===== src/sreq_pkg.sv =====
// Package for the receive equalizer lane control block.
// Assumes a single core clock domain and an AXI4-Lite master outside.
package sreq_pkg;
	// ----------------------------------------
	// Geometry
	// ----------------------------------------
	localparam int unsigned SERDES_NUM = 8;
	localparam int unsigned LANE_NUM   = 4;
	// ----------------------------------------
	// Register map (byte addresses)
	// ----------------------------------------
	localparam logic [7:0] RXEQ_BASE     = 8'h00; // 8 words, 0x00..0x1c
	localparam logic [7:0] SLCTL_BASE    = 8'h20; // 8 words, 0x20..0x3c
	localparam logic [7:0] RESET_CTL_OFS = 8'h40; // Bit 0: soft reset pulse
	// ----------------------------------------
	// Field layout and reset values
	// ----------------------------------------
	localparam int unsigned ZERO_LSB  = 0;
	localparam int unsigned BOOST_LSB = 3;
	localparam int unsigned PICK_LSB  = 0;
	localparam logic [2:0] ZERO_RST   = 3'h1;
	localparam logic [2:0] BOOST_RST  = 3'h7;
	localparam logic [3:0] PICK_RST   = 4'h0;
	localparam logic [1:0] RESP_OKAY   = 2'h0;
	localparam logic [1:0] RESP_SLVERR = 2'h2;
	typedef logic [2:0] sreq_eq_t;
	// Boost sits above zero so the packed word matches the register bits
	typedef struct packed {
		sreq_eq_t boost;
		sreq_eq_t zero;
	} sreq_lane_s;
endpackage


===== src/sreq_wr_if.sv =====
// Interface carrying a decoded register write to the lane store.
// Assumes both ends run on the core clock.
interface sreq_wr_if;
	logic       we;
	logic [2:0] serdes;
	logic [5:0] data;
	logic [3:0] pick;
	modport src (output we, output serdes, output data, output pick);
	modport dst (input we, input serdes, input data, input pick);
endinterface


===== src/sreq_lane_store.sv =====
// Per-lane equalizer settings, kept through soft resets.
// Assumes only the fundamental reset i_arst_n clears the store.
module sreq_lane_store (
	input  wire logic                  i_sys_clk,
	input  wire logic                  i_arst_n,
	sreq_wr_if.dst                     wr,
	output sreq_pkg::sreq_lane_s       o_lane [sreq_pkg::SERDES_NUM][sreq_pkg::LANE_NUM]
);
	sreq_pkg::sreq_lane_s store      [sreq_pkg::SERDES_NUM][sreq_pkg::LANE_NUM];
	sreq_pkg::sreq_lane_s next_store [sreq_pkg::SERDES_NUM][sreq_pkg::LANE_NUM];

	// Only picked lanes of the addressed serdes take the write
	always_comb begin
		next_store = store;
		for (int s = 0; s < int'(sreq_pkg::SERDES_NUM); s++) begin
			for (int l = 0; l < int'(sreq_pkg::LANE_NUM); l++) begin
				if (wr.we && (int'(wr.serdes) == s) && wr.pick[l]) begin
					next_store[s][l].zero  = wr.data[sreq_pkg::ZERO_LSB +: 3];
					next_store[s][l].boost = wr.data[sreq_pkg::BOOST_LSB +: 3];
				end
			end
		end
	end

	// No soft reset input: that is what keeps values sticky
	always_ff @(posedge i_sys_clk or negedge i_arst_n) begin
		if (!i_arst_n) begin
			for (int s = 0; s < int'(sreq_pkg::SERDES_NUM); s++) begin
				for (int l = 0; l < int'(sreq_pkg::LANE_NUM); l++) begin
					store[s][l] <= '{zero: sreq_pkg::ZERO_RST, boost: sreq_pkg::BOOST_RST};
				end
			end
		end else begin
			store <= next_store;
		end
	end

	assign o_lane = store;
endmodule // sreq_lane_store


===== src/sreq_rx_eq_ctrl.sv =====
// Receive equalizer lane control registers behind an AXI4-Lite slave.
// Assumes i_arst_n is the fundamental reset; soft reset comes by register.
//
// Notes on behaviour
// - Eight equalizer registers, one per serdes
// - Zero field bits 2:0, resets 0x1
// - Zero code rises with high-frequency gain
// - Boost field bits 5:3, resets 0x7
// - Boost code rises as low-frequency gain falls
// - Both fields zero turns equalization off
// - Writes touch only lanes picked by lane_pick
// - Lane values survive soft resets, all lanes
// - lane_pick is four bits wide
//
// Our own choices: the AXI4-Lite register port and the address map.
module sreq_rx_eq_ctrl (
	input  wire logic        i_sys_clk,
	input  wire logic        i_arst_n,
	input  wire logic [7:0]  i_awaddr,
	input  wire logic        i_awvalid,
	output logic             o_awready,
	input  wire logic [31:0] i_wdata,
	input  wire logic [3:0]  i_wstrb,
	input  wire logic        i_wvalid,
	output logic             o_wready,
	output logic [1:0]       o_bresp,
	output logic             o_bvalid,
	input  wire logic        i_bready,
	input  wire logic [7:0]  i_araddr,
	input  wire logic        i_arvalid,
	output logic             o_arready,
	output logic [31:0]      o_rdata,
	output logic [1:0]       o_rresp,
	output logic             o_rvalid,
	input  wire logic        i_rready,
	output logic [191:0]     o_eq_setting,
	output logic [31:0]      o_eq_enable
);
	// ----------------------------------------
	// Helpers
	// ----------------------------------------
	sreq_wr_if wr ();
	sreq_pkg::sreq_lane_s lane [sreq_pkg::SERDES_NUM][sreq_pkg::LANE_NUM];

	// Lowest set lane of a pick mask, 0 when none
	function automatic logic [1:0] first_lane(input logic [3:0] m);
		logic [1:0] r;
		r = 2'h0;
		for (int i = 3; i >= 0; i--) begin
			if (m[i]) r = 2'(i);
		end
		return r;
	endfunction

	// ----------------------------------------
	// State
	// ----------------------------------------
	logic       aw_held, next_aw_held, w_held, next_w_held;
	logic [7:0] aw_addr, next_aw_addr;
	logic [31:0] w_data, next_w_data;
	logic [3:0] w_strb, next_w_strb;
	logic [3:0] pick [sreq_pkg::SERDES_NUM];
	logic [3:0] next_pick [sreq_pkg::SERDES_NUM];
	logic       bvalid, next_bvalid, rvalid, next_rvalid;
	logic [1:0] bresp, next_bresp, rresp, next_rresp;
	logic [31:0] rdata, next_rdata;
	logic [191:0] eq_set, next_eq_set;
	logic [31:0]  eq_en, next_eq_en;
	logic       do_wr;
	logic       awready, next_awready, wready, next_wready;
	logic       arready, next_arready;

	sreq_lane_store u_store (
		.i_sys_clk (i_sys_clk),
		.i_arst_n  (i_arst_n),
		.wr        (wr.dst),
		.o_lane    (lane)
	);

	// A write fires when both halves are held and no response waits
	assign do_wr = aw_held && w_held && !bvalid;

	// Route decoded equalizer writes to the lane store
	assign wr.we     = do_wr && (aw_addr[7:5] == sreq_pkg::RXEQ_BASE[7:5]) && w_strb[0];
	assign wr.serdes = aw_addr[4:2];
	assign wr.data   = w_data[5:0];
	assign wr.pick   = pick[aw_addr[4:2]];

	// Write channel, serdes control and soft reset
	always_comb begin
		next_aw_held = aw_held;
		next_aw_addr = aw_addr;
		next_w_held  = w_held;
		next_w_data  = w_data;
		next_w_strb  = w_strb;
		next_bvalid  = bvalid;
		next_bresp   = bresp;
		next_pick    = pick;
		if (!aw_held && i_awvalid) begin
			next_aw_held = 1'b1;
			next_aw_addr = i_awaddr;
		end
		if (!w_held && i_wvalid) begin
			next_w_held = 1'b1;
			next_w_data = i_wdata;
			next_w_strb = i_wstrb;
		end
		if (bvalid && i_bready) next_bvalid = 1'b0;
		if (do_wr) begin
			next_aw_held = 1'b0;
			next_w_held  = 1'b0;
			next_bvalid  = 1'b1;
			next_bresp   = sreq_pkg::RESP_OKAY;
			if (aw_addr[7:5] == sreq_pkg::SLCTL_BASE[7:5]) begin
				if (w_strb[0]) next_pick[aw_addr[4:2]] = w_data[sreq_pkg::PICK_LSB +: 4];
			end else if (aw_addr == sreq_pkg::RESET_CTL_OFS) begin
				// Soft reset clears serdes control only; lane store is sticky
				if (w_strb[0] && w_data[0]) begin
					for (int s = 0; s < int'(sreq_pkg::SERDES_NUM); s++) next_pick[s] = sreq_pkg::PICK_RST;
				end
			end else if (aw_addr[7:5] != sreq_pkg::RXEQ_BASE[7:5]) begin
				next_bresp = sreq_pkg::RESP_SLVERR;
			end
		end
		// Ready is registered so the port comes straight from a flop
		next_awready = !next_aw_held;
		next_wready  = !next_w_held;
	end

	// Read channel; one read at a time, one cycle to answer
	always_comb begin
		next_rvalid = rvalid;
		next_rdata  = rdata;
		next_rresp  = rresp;
		if (rvalid && i_rready) next_rvalid = 1'b0;
		if (!rvalid && i_arvalid) begin
			next_rvalid = 1'b1;
			next_rresp  = sreq_pkg::RESP_OKAY;
			next_rdata  = 32'h0;
			if (i_araddr[7:5] == sreq_pkg::RXEQ_BASE[7:5]) begin
				next_rdata[5:0] = lane[i_araddr[4:2]][first_lane(pick[i_araddr[4:2]])];
			end else if (i_araddr[7:5] == sreq_pkg::SLCTL_BASE[7:5]) begin
				next_rdata[3:0] = pick[i_araddr[4:2]];
			end else if (i_araddr != sreq_pkg::RESET_CTL_OFS) begin
				next_rresp = sreq_pkg::RESP_SLVERR;
			end
		end
		next_arready = !next_rvalid;
	end

	// Analog-facing settings, one 6-bit word and enable per lane
	always_comb begin
		next_eq_set = '0;
		next_eq_en  = '0;
		for (int s = 0; s < int'(sreq_pkg::SERDES_NUM); s++) begin
			for (int l = 0; l < int'(sreq_pkg::LANE_NUM); l++) begin
				// Codes pass straight: zero rises with HF gain, boost cuts LF gain
				next_eq_set[(s*4+l)*6 +: 6] = {lane[s][l].boost, lane[s][l].zero};
				next_eq_en[s*4+l] = (lane[s][l] != '0);
			end
		end
	end

	// Registers, reset by the fundamental reset; soft reset also clears pick
	always_ff @(posedge i_sys_clk or negedge i_arst_n) begin
		if (!i_arst_n) begin
			aw_held <= 1'b0;
			aw_addr <= 8'h00;
			w_held  <= 1'b0;
			w_data  <= 32'h0;
			w_strb  <= 4'h0;
			bvalid  <= 1'b0;
			bresp   <= 2'h0;
			rvalid  <= 1'b0;
			rresp   <= 2'h0;
			rdata   <= 32'h0;
			// Mirror the store's reset codes so no lane reads as off in reset
			eq_set  <= {(sreq_pkg::SERDES_NUM * sreq_pkg::LANE_NUM){sreq_pkg::BOOST_RST, sreq_pkg::ZERO_RST}};
			eq_en   <= '1;
			awready <= 1'b1;
			wready  <= 1'b1;
			arready <= 1'b1;
			for (int s = 0; s < int'(sreq_pkg::SERDES_NUM); s++) pick[s] <= sreq_pkg::PICK_RST;
		end else begin
			aw_held <= next_aw_held;
			aw_addr <= next_aw_addr;
			w_held  <= next_w_held;
			w_data  <= next_w_data;
			w_strb  <= next_w_strb;
			bvalid  <= next_bvalid;
			bresp   <= next_bresp;
			rvalid  <= next_rvalid;
			rresp   <= next_rresp;
			rdata   <= next_rdata;
			eq_set  <= next_eq_set;
			eq_en   <= next_eq_en;
			pick    <= next_pick;
			awready <= next_awready;
			wready  <= next_wready;
			arready <= next_arready;
		end
	end

	// Ready is low while a channel is held, giving back-pressure
	assign o_awready    = awready;
	assign o_wready     = wready;
	assign o_bvalid     = bvalid;
	assign o_bresp      = bresp;
	assign o_arready    = arready;
	assign o_rvalid     = rvalid;
	assign o_rresp      = rresp;
	assign o_rdata      = rdata;
	assign o_eq_setting = eq_set;
	assign o_eq_enable  = eq_en;

	// ----------------------------------------
	// Assertions
	// ----------------------------------------
	wr_pick_only_a : assert property (@(posedge i_sys_clk) disable iff (!i_arst_n)
		wr.we && !wr.pick[0] |=> lane[$past(wr.serdes)][0] == $past(lane[wr.serdes][0]))
		else $error("unpicked lane 0 changed");
	wr_pick_take_a : assert property (@(posedge i_sys_clk) disable iff (!i_arst_n)
		wr.we && wr.pick[3] |=> lane[$past(wr.serdes)][3] == $past(wr.data))
		else $error("picked lane 3 not written");
	eq_off_a : assert property (@(posedge i_sys_clk) disable iff (!i_arst_n)
		lane[7][3] == '0 |=> !o_eq_enable[31])
		else $error("equalizer left on at zero codes");
	eq_on_a : assert property (@(posedge i_sys_clk) disable iff (!i_arst_n)
		lane[7][3] != '0 |=> o_eq_enable[31])
		else $error("equalizer off at nonzero codes");
	set_map_a : assert property (@(posedge i_sys_clk) disable iff (!i_arst_n)
		1'b1 |=> o_eq_setting[5:0] == $past({lane[0][0].boost, lane[0][0].zero}))
		else $error("setting field order wrong");
	rd_upper_a : assert property (@(posedge i_sys_clk) disable iff (!i_arst_n)
		o_rvalid |-> o_rdata[31:6] == 26'h0)
		else $error("upper read bits not zero");
	rd_answer_a : assert property (@(posedge i_sys_clk) disable iff (!i_arst_n)
		i_arvalid && o_arready |=> o_rvalid)
		else $error("read answer late");
	soft_sticky_a : assert property (@(posedge i_sys_clk) disable iff (!i_arst_n)
		do_wr && aw_addr == sreq_pkg::RESET_CTL_OFS && !wr.we |=> lane[0][0] == $past(lane[0][0]))
		else $error("soft reset disturbed lane store");
	pick_wr_a : assert property (@(posedge i_sys_clk) disable iff (!i_arst_n)
		do_wr && aw_addr[7:5] == sreq_pkg::SLCTL_BASE[7:5] && w_strb[0]
		|=> pick[$past(aw_addr[4:2])] == $past(w_data[3:0]))
		else $error("lane_pick not stored");
endmodule // sreq_rx_eq_ctrl


===== config.mk =====
export PLATFORM = sky130hd
export DESIGN_NAME = sreq_rx_eq_ctrl
export DESIGN_NICKNAME = d
export VERILOG_FILES = /design/src/sreq_pkg.sv /design/src/sreq_wr_if.sv /design/src/sreq_lane_store.sv /design/src/sreq_rx_eq_ctrl.sv
export SDC_FILE = /design/constraint.sdc
export NUM_CORES = 1
export LEC_CHECK = 0
export BUFFER_PORTS_ARGS = -buffer_cell sky130_fd_sc_hd__buf_2
export CAP_MARGIN = 10
export CORE_MARGIN = 2
export CORE_UTILIZATION = 60
export DETAILED_ROUTE_END_ITERATION = 6
export PLACE_DENSITY = 0.89
export SETUP_SLACK_MARGIN = 0.3
export SYNTH_ARGS = -nofsm -noshare
export SYNTH_HDL_FRONTEND = slang
export SYNTH_HIERARCHICAL = 1
export SYNTH_SLANG_ARGS = --single-unit

===== constraint.sdc =====
create_clock -name i_sys_clk -period 3.7 [get_ports i_sys_clk]
set_input_delay 0.74 -clock i_sys_clk [delete_from_list [all_inputs] [get_ports i_sys_clk]]
set_output_delay 0.74 -clock i_sys_clk [all_outputs]
set_load 0.05 [all_outputs]

Yosys cells after proc, flatten, opt, wreduce, memory -nomap -nowiden
Cells that the tools add are included.
{ "word_totals": {"output_inout_bits": 265, "mem_bits_ro": 0, "memories": 0, "ff_bits": 480, "latchBits": 0, "mem_bits_rw": 0, "in_bits": 59} }
{ "op_classes": {"reduce_logical": 98, "n_eq_ne": 12, "div": 0, "add_sub_neg": 0, "mul": 0, "mux": 42, "n_lt_le_gt_ge": 4, "bitwise": 3, "n_shift": 0} }
{ "ops": {"columns": ["op", "n"], "rows": [
  ["nonzero test 6 bit", 32],
  ["2-to-1 mux 32 bit", 4],
  ["binary-select mux 24 bit (select 3 bit)", 1],
  ["logical AND 1 bit", 51],
  ["2-to-1 mux 24 bit", 2],
  ["bitwise mux 32 bit", 1],
  ["2-to-1 mux 4 bit", 7],
  ["2-to-1 mux 2 bit", 13],
  ["binary-select mux 4 bit (select 3 bit)", 2],
  ["binary-select mux 6 bit (select 2 bit)", 1],
  ["demux 4 bit (select 3 bit)", 1],
  ["equality test 3 bit (second input constant)", 4],
  ["2-to-1 mux 6 bit", 2],
  ["equality test 3 x 1 -> 1 bit (second input constant)", 3],
  ["zero test 3 bit", 3],
  ["equality test 8 x 7 -> 1 bit (second input constant)", 1],
  [">= comparator 4 bit (second input constant)", 2],
  ["2-to-1 mux 1 bit", 8],
  ["inequality test 8 x 7 -> 1 bit (second input constant)", 1],
  ["NOT 3 -> 4 bit", 2],
  ["zero test 1 bit", 7],
  ["equality test 3 x 2 -> 1 bit (second input constant)", 2],
  ["nonzero test 2 bit", 3],
  ["< comparator 4 x 1 -> 1 bit (second input constant)", 1],
  ["5 further kinds", 5]
]} }

Logic depth before layout (Yosys ltp)
{ "depth": {"ltp_word": 15, "mapped_depth": 11} }

By module
Netlist, hierarchy kept.
{ "by_module_without_submodules": {"columns": ["mod", "area_each_um2", "n_inst", "seq_area_each_um2", "cells_each"], "rows": [
  ["sreq_rx_eq_ctrl", 11094.4, 1, 7360.8, 753],
  ["sreq_lane_store", 7450.9, 1, 4964.8, 458]
]} }

Least setup slack after synthesis
No wires, ideal clock.
{ "synth_path": {"path_type": "input-to-reg", "from": "input i_araddr[3]", "to": "register rdata[2] (netlist: o_rdata[2])", "required_ns": 3.569, "setup_time_ns": 0.131, "cell_stages": 7, "arrival_ns": 2.437, "setup_slack_ns": 1.132, "n_path_buf": 3, "cell_sequence": "buf_2 > buf_2 > buf_2 > mux4_2 > mux2_2 > a221oi_1 > a31oi_1"} }
{ "synth_between": {"elab_chain_len": 15, "elab_cells_between_ends": 19, "cone_classes": "mux (17); bitwise (2)"} }
{ "synth_rtl": {"columns": ["element", "line_no", "source"], "rows": [
  ["start, declared", "sreq_rx_eq_ctrl.sv:29", "input wire logic [7:0] i_araddr,"],
  ["NOT 3 -> 4 bit (implied by the code) *", "sreq_rx_eq_ctrl.sv:141, sreq_rx_eq_ctrl.sv:143", null],
  ["binary-select mux 4 bit (select 3 bit)", "sreq_rx_eq_ctrl.sv:141, sreq_rx_eq_ctrl.sv:143", null],
  ["2-to-1 mux 4 bit (implied by the code) (2 in series)", "sreq_rx_eq_ctrl.sv:141, sreq_rx_eq_ctrl.sv:143", null],
  ["2-to-1 mux 2 bit (4 in series)", "sreq_rx_eq_ctrl.sv:50", "if (m[i]) r = 2'(i);"],
  ["2-to-1 mux 2 bit", "sreq_rx_eq_ctrl.sv:140", "if (i_araddr[7:5] == sreq_pkg::RXEQ_BASE[7:5]) begin"],
  ["2-to-1 mux 2 bit", "sreq_rx_eq_ctrl.sv:136", "if (!rvalid && i_arvalid) begin"],
  ["NOT 2 -> 3 bit (implied by the code)", "sreq_rx_eq_ctrl.sv:141", "next_rdata[5:0] = lane[i_araddr[4:2]][first_lane(pick[i_araddr[4:2]])];"],
  ["binary-select mux 6 bit (select 2 bit)", "sreq_rx_eq_ctrl.sv:141", null],
  ["2-to-1 mux 6 bit (implied by the code) (2 in series)", "sreq_rx_eq_ctrl.sv:141", null],
  ["2-to-1 mux 4 bit *", "sreq_rx_eq_ctrl.sv:140", null],
  ["end signal, assigned", "sreq_rx_eq_ctrl.sv:194", "rdata <= next_rdata;"],
  ["end, declared", "sreq_rx_eq_ctrl.sv:66", "logic [31:0] rdata, next_rdata;"]
]} }
Mark *: on every way between the ends. The rest lies on a longest branch, timed or not. The select of a mux whose other input is x is not followed.
A chain may end at the register's enable or synchronous reset.

Worst setup path in the final report
{ "layout_path": {"from": "register aw_addr[3]", "to": "register u_store.store, in the netlist u_store/o_lane[175]"} }
{ "layout_between": {"elab_chain_len": 5, "elab_cells_between_ends": 7, "cone_classes": "mux (3); bitwise (1); reduce/logical (3)"} }
{ "layout_rtl": {"columns": ["element", "line_no", "source"], "rows": [
  ["start, declared", "sreq_rx_eq_ctrl.sv:59", "logic [7:0] aw_addr, next_aw_addr;"],
  ["start signal, assigned", "sreq_rx_eq_ctrl.sv:186", "aw_addr <= next_aw_addr;"],
  ["NOT 3 -> 4 bit (implied by the code)", "sreq_rx_eq_ctrl.sv:87", "assign wr.pick = pick[aw_addr[4:2]];"],
  ["binary-select mux 4 bit (select 3 bit)", "sreq_rx_eq_ctrl.sv:87", null],
  ["2-to-1 mux 4 bit (implied by the code) (2 in series)", "sreq_rx_eq_ctrl.sv:87", null],
  ["net wr.pick[2]", "sreq_wr_if.sv:7", "logic [3:0] pick;"],
  ["logical AND 1 bit", "sreq_lane_store.sv:17", "if (wr.we && (int'(wr.serdes) == s) && wr.pick[l]) begin"],
  ["end signal, assigned by index", "sreq_lane_store.sv:30", "store[s][l] <= '{zero: sreq_pkg::ZERO_RST, boost: sreq_pkg::BOOST_RST};"],
  ["end signal, assigned", "sreq_lane_store.sv:34", "store <= next_store;"],
  ["end, declared", "sreq_lane_store.sv:9", "sreq_pkg::sreq_lane_s store [sreq_pkg::SERDES_NUM][sreq_pkg::LANE_NUM];"]
]} }
The timed path passes the listed nets, and every way through them passes these cells. The select of a mux whose other input is x is not followed.

==> results summary <==
The run finished, with violations left. The checks that failed: design-rule violations. The critical path's slowest cell is dfrtp_1. In this run the power density over the cells is 606 nW/um2. The worst setup path is of the flip-flop to flip-flop kind. In the final routed layout, each cell accounts on average for 24.8 um. The switching power summed over all nets came out at 4140 uW.

The most common cell in the synthesized netlist is dfstp_2. Post-CTS repair changed the size of 0 cells. The worst endpoint required time is ~4.1 ns. The path class of the tightest hold or removal check is input pin to async pin. Adding up every negative setup slack in the final design gives 0 ns. At the end of routability-driven placement, the weighted congestion stood at roughly 0.9. The most used flip-flop cell after synthesis is dfstp_2.

The initial antenna violation count is 3. The non-filler instance count after layout came out at between 1500 and 2000. In the global route stage, overall resource usage came out at 29.8%. The die boundary width is between 150 and 200 um.

The clock root buffer master is clkbuf_16. The top achievable clock speed came out at 319 MHz. The area share of the largest cell type after synthesis is 41.2%. After floorplanning, the core was divided into between 60 and 70 placement rows. The hold buffer count at CTS is 0.

For this design the top-level I/O count stands at 324. The floorplan step defined a core boundary enclosing a little over 30000 um2. The global-route met2 utilization is 48.8%.

The number of clock buffers added by TritonCTS is 47. The number of global-route vias before repair is 12400. Ranked by instance count, the synthesized netlist is headed by dfstp_2, mux2_2, dfrtp_1. The DRC marker count from the first detailed-route iteration is roughly 1300. The ratio of final minimum period to clock period came out at between 80% and 90%.

The cell internal power dissipation came out at between 9000 and 10000 uW. Walking the worst path, the cells encountered are nor2_1, nand2_1, o22a_1, o221ai_1, or4_1, nand3b_1, or3_1, mux2_2. Setup violations remaining at the end of the flow were counted as 0. The register bit total from synthesis came out at 478. The data arrival at the endpoint of the critical path came out at roughly 3.6 ns. TritonCTS built the clock tree. The area of the die is 32300 um2.

The first global-routing pass estimated 74.4 mm of wire. The worst-skew pair later-pin latency is about 0.56 ns. The largest total area in the synthesized netlist belongs to dfstp_2.

The routed via count is around 12000. Summed over all layers, the routed wires come to 47.8 mm. After synthesis the cells add up to between 15000 and 20000 um2. The endpoint class of the critical path is a flip-flop.

The area share of and/or/nand/nor cells after synthesis came out at under 10%. The share of the synthesized netlist area taken by xor and xnor gates came out at 0%. Global routing consumed, on the met1 layer, around 40% of the routing resources.

The proportion of synthesized flip-flops having asynchronous set or reset came out at between 90% and 100%. The number of synthesis warnings is 6. The pin count of the biggest net entering global routing is 104. The number of search-and-repair iterations in the first detailed-routing pass came out at 7. The time the final worst path needs with I/O delays and setup came out at between 3 and 4 ns. The via density per instance came out at approximately 6. The leakage power of the design is just over 0.01 uW. The number of distinct library cells after synthesis came out at 48. The signed area change from the synthesized netlist to the final layout came out at 18.2%. The flip-flop and latch area is 12300 um2. The layer flagged by global routing as most heavily used is met2.

The repair_antennas step left the layout with diodes totalling 0. The headroom to the max-slew limit is 38.8%. For this run, the slowest stage of the critical path takes 0.75 ns. The detailed-placement wirelength estimate came out at ~32 mm. For this configuration, the core starts out at a cell density of approximately 61%. The number of enable flip-flop cells after synthesis is 0. The share of power burned in registers came out at a little under half.

The number of levels the H-tree was split into is 2. The total global routing overflow came out at 0. Max-cap violations in this run came to 0. The combinational group share of total power came out at between 10% and 20%. The switching power share of the total is ~31%. The mux cell area share after synthesis is around a fifth. The share of final-layout standard cells stronger than drive strength 1 is about three fifths. The worst path setup slack after routing is around 0.56 ns.

The portion of total power attributed to the clock network came out at a little over a third. After synthesis, the largest family of logic cells by area is multiplexers. For the pin with the worst max-slew slack, the measured transition is just over 0.9 ns. The number of buffers added on ports came out at 266.

The worst setup path is launched from a flip-flop. The post-synthesis area per instance came out at between 15 and 20 um2. Total power for the finished layout comes to ~13000 uW. The placed instance count is 1843. The hold violation total from the final report came out at 0.

After clock tree synthesis, the setup repair step added 0 buffers. The placement-stage cell area came out at just over 20000 um2. For the final database, setup skew stands at around 0.019 ns. Measured along the y axis, the die boundary spans around 180 um. The area of combinational cells with multiple inputs came out at approximately 5700 um2. For this run, global-route usage on met3 was measured as about 6.2%.

The filler cells instantiated in the layout total between 1500 and 2000. By area the synthesized netlist is led by dfstp_2, dfrtp_1, mux2_2. The area of all placed cells without fillers came out at about 22000 um2. After detailed routing, the number of remaining DRC violations is 4. The total count of max-transition violations in the final report is 0. The clock drives 478 sinks.

In the final design database the tool counted roughly 1600 nets. The largest driver fanout on the critical path is 18. The adder and majority gate portion of the synthesized area is 0%. The fraction of the yosys area taken by sequential cells is around two thirds. Setup repair after global routing left no endpoint under its margin. In this run the remaining antenna-violating nets after routing total 0. The complex-gate fraction of the synthesized area is about 3.5%. IR analysis of the VDD net gives a maximum drop of just over 0.0005 V. The largest buffer count on any clock path is 3. The post-place setup slack is just under 0.7 ns.

The cell count after synthesis came out at about 1200. Clock-pin slew was measured on the worst setup and hold paths at roughly 0.06 ns.
sequential cells by signal, indices dropped and copies added, names as in the netlist, 6 cells and up:
register	cells
w_data	6
o_eq_enable	32
u_store/o_lane	192
o_eq_setting	192
pick	32
o_rdata	6
aw_addr	8
layout by cell type, fill, tap and decap left out, types with 4 or more instances in the layout:
cell type and count:
a21oi_1 18, buf_12 4, nor4_1 37, a211oi_1 6, o211ai_1 4, dfstp_2 291, or3_1 10, nor2b_1 8
inv_1 37, mux2i_1 18, buf_2 265, clkbuf_16 49, nand2_1 55, clkbuf_8 13, o22ai_1 33, mux4_2 57
nand3b_1 6, conb_1 28, nand3_1 11, buf_4 28, mux2_2 213, nor2_1 73, clkinv_2 10, nand2b_1 7
dfrtp_1 187, clkbuf_1 7, o21ai_0 17
metrics by stage:
stage / util [%] / hold slack, ns
detailed placement: 66.5 / 0.374
global route: 71.8 / 0.322
CTS: 71.7 / 0.284
finish: 71.8 / 0.250
floorplan: - / 0.364
global placement: 66.5 / 0.373
per-layer routing:
metal,vias to the layer above,share of wire [%]
li1,4859,-
met5,-,0.052
met4,4,3.2
met2,639,50
met1,6103,38
met3,130,8.6
worst max-delay path, delay by kind of cell (launching register included):
| family | cells | cell delay [ns] |
|---|---|---|
| muxes | 1 | 0.39 |
| and+or+nand+nor | 5 | 1.59 |
| DFF | 1 | 0.75 |
| AOI/OAI and AO/OA | 2 | 0.29 |
power by group through the flow:
stage | Combinational (uW) | Sequential, uW | Clock, uW
floorplan | 1270 | 6330 | 0
global placement | 2170 | 6160 | 0
detailed placement | 2250 | 6200 | 0
CTS | 2270 | 6130 | 4830
global route | 2510 | 6160 | 5060
finish | 2380 | 6120 | 4770
area by class of cell:
| type | count | area share [%] |
|---|---|---|
| repair buffers | 299 | 7.57 |
| well taps | 396 | 2.26 |
| clock inverters | 19 | 0.725 |
| flip-flops and latches | 478 | 56.2 |
| inverters | 37 | 0.634 |
| multi-input cells | 634 | 26.0 |
| clock buffers | 69 | 6.53 |
final timing paths:
check	cells past startpoint	from	to	slack (ns)
max	8	aw_addr[3]	u_store/o_lane[175]	0.56
min	1	i_arst_n	o_eq_setting[152]	0.25
max reg2reg	8	aw_addr[3]	u_store/o_lane[175]	0.56
min reg2reg	0	u_store/o_lane[66]	o_eq_setting[120]	0.38
max in group asynchronous	2	i_arst_n	o_eq_setting[83]	2.47
min in group i_sys_clk	2	i_bready	o_bvalid	0.38
cells by family after synthesis:
logic type,Yosys count
mux,291
other cells,1
buf+inv,126
flops,478
simple gates,216
compound gates,99
Power figures use the tool's default switching activity.
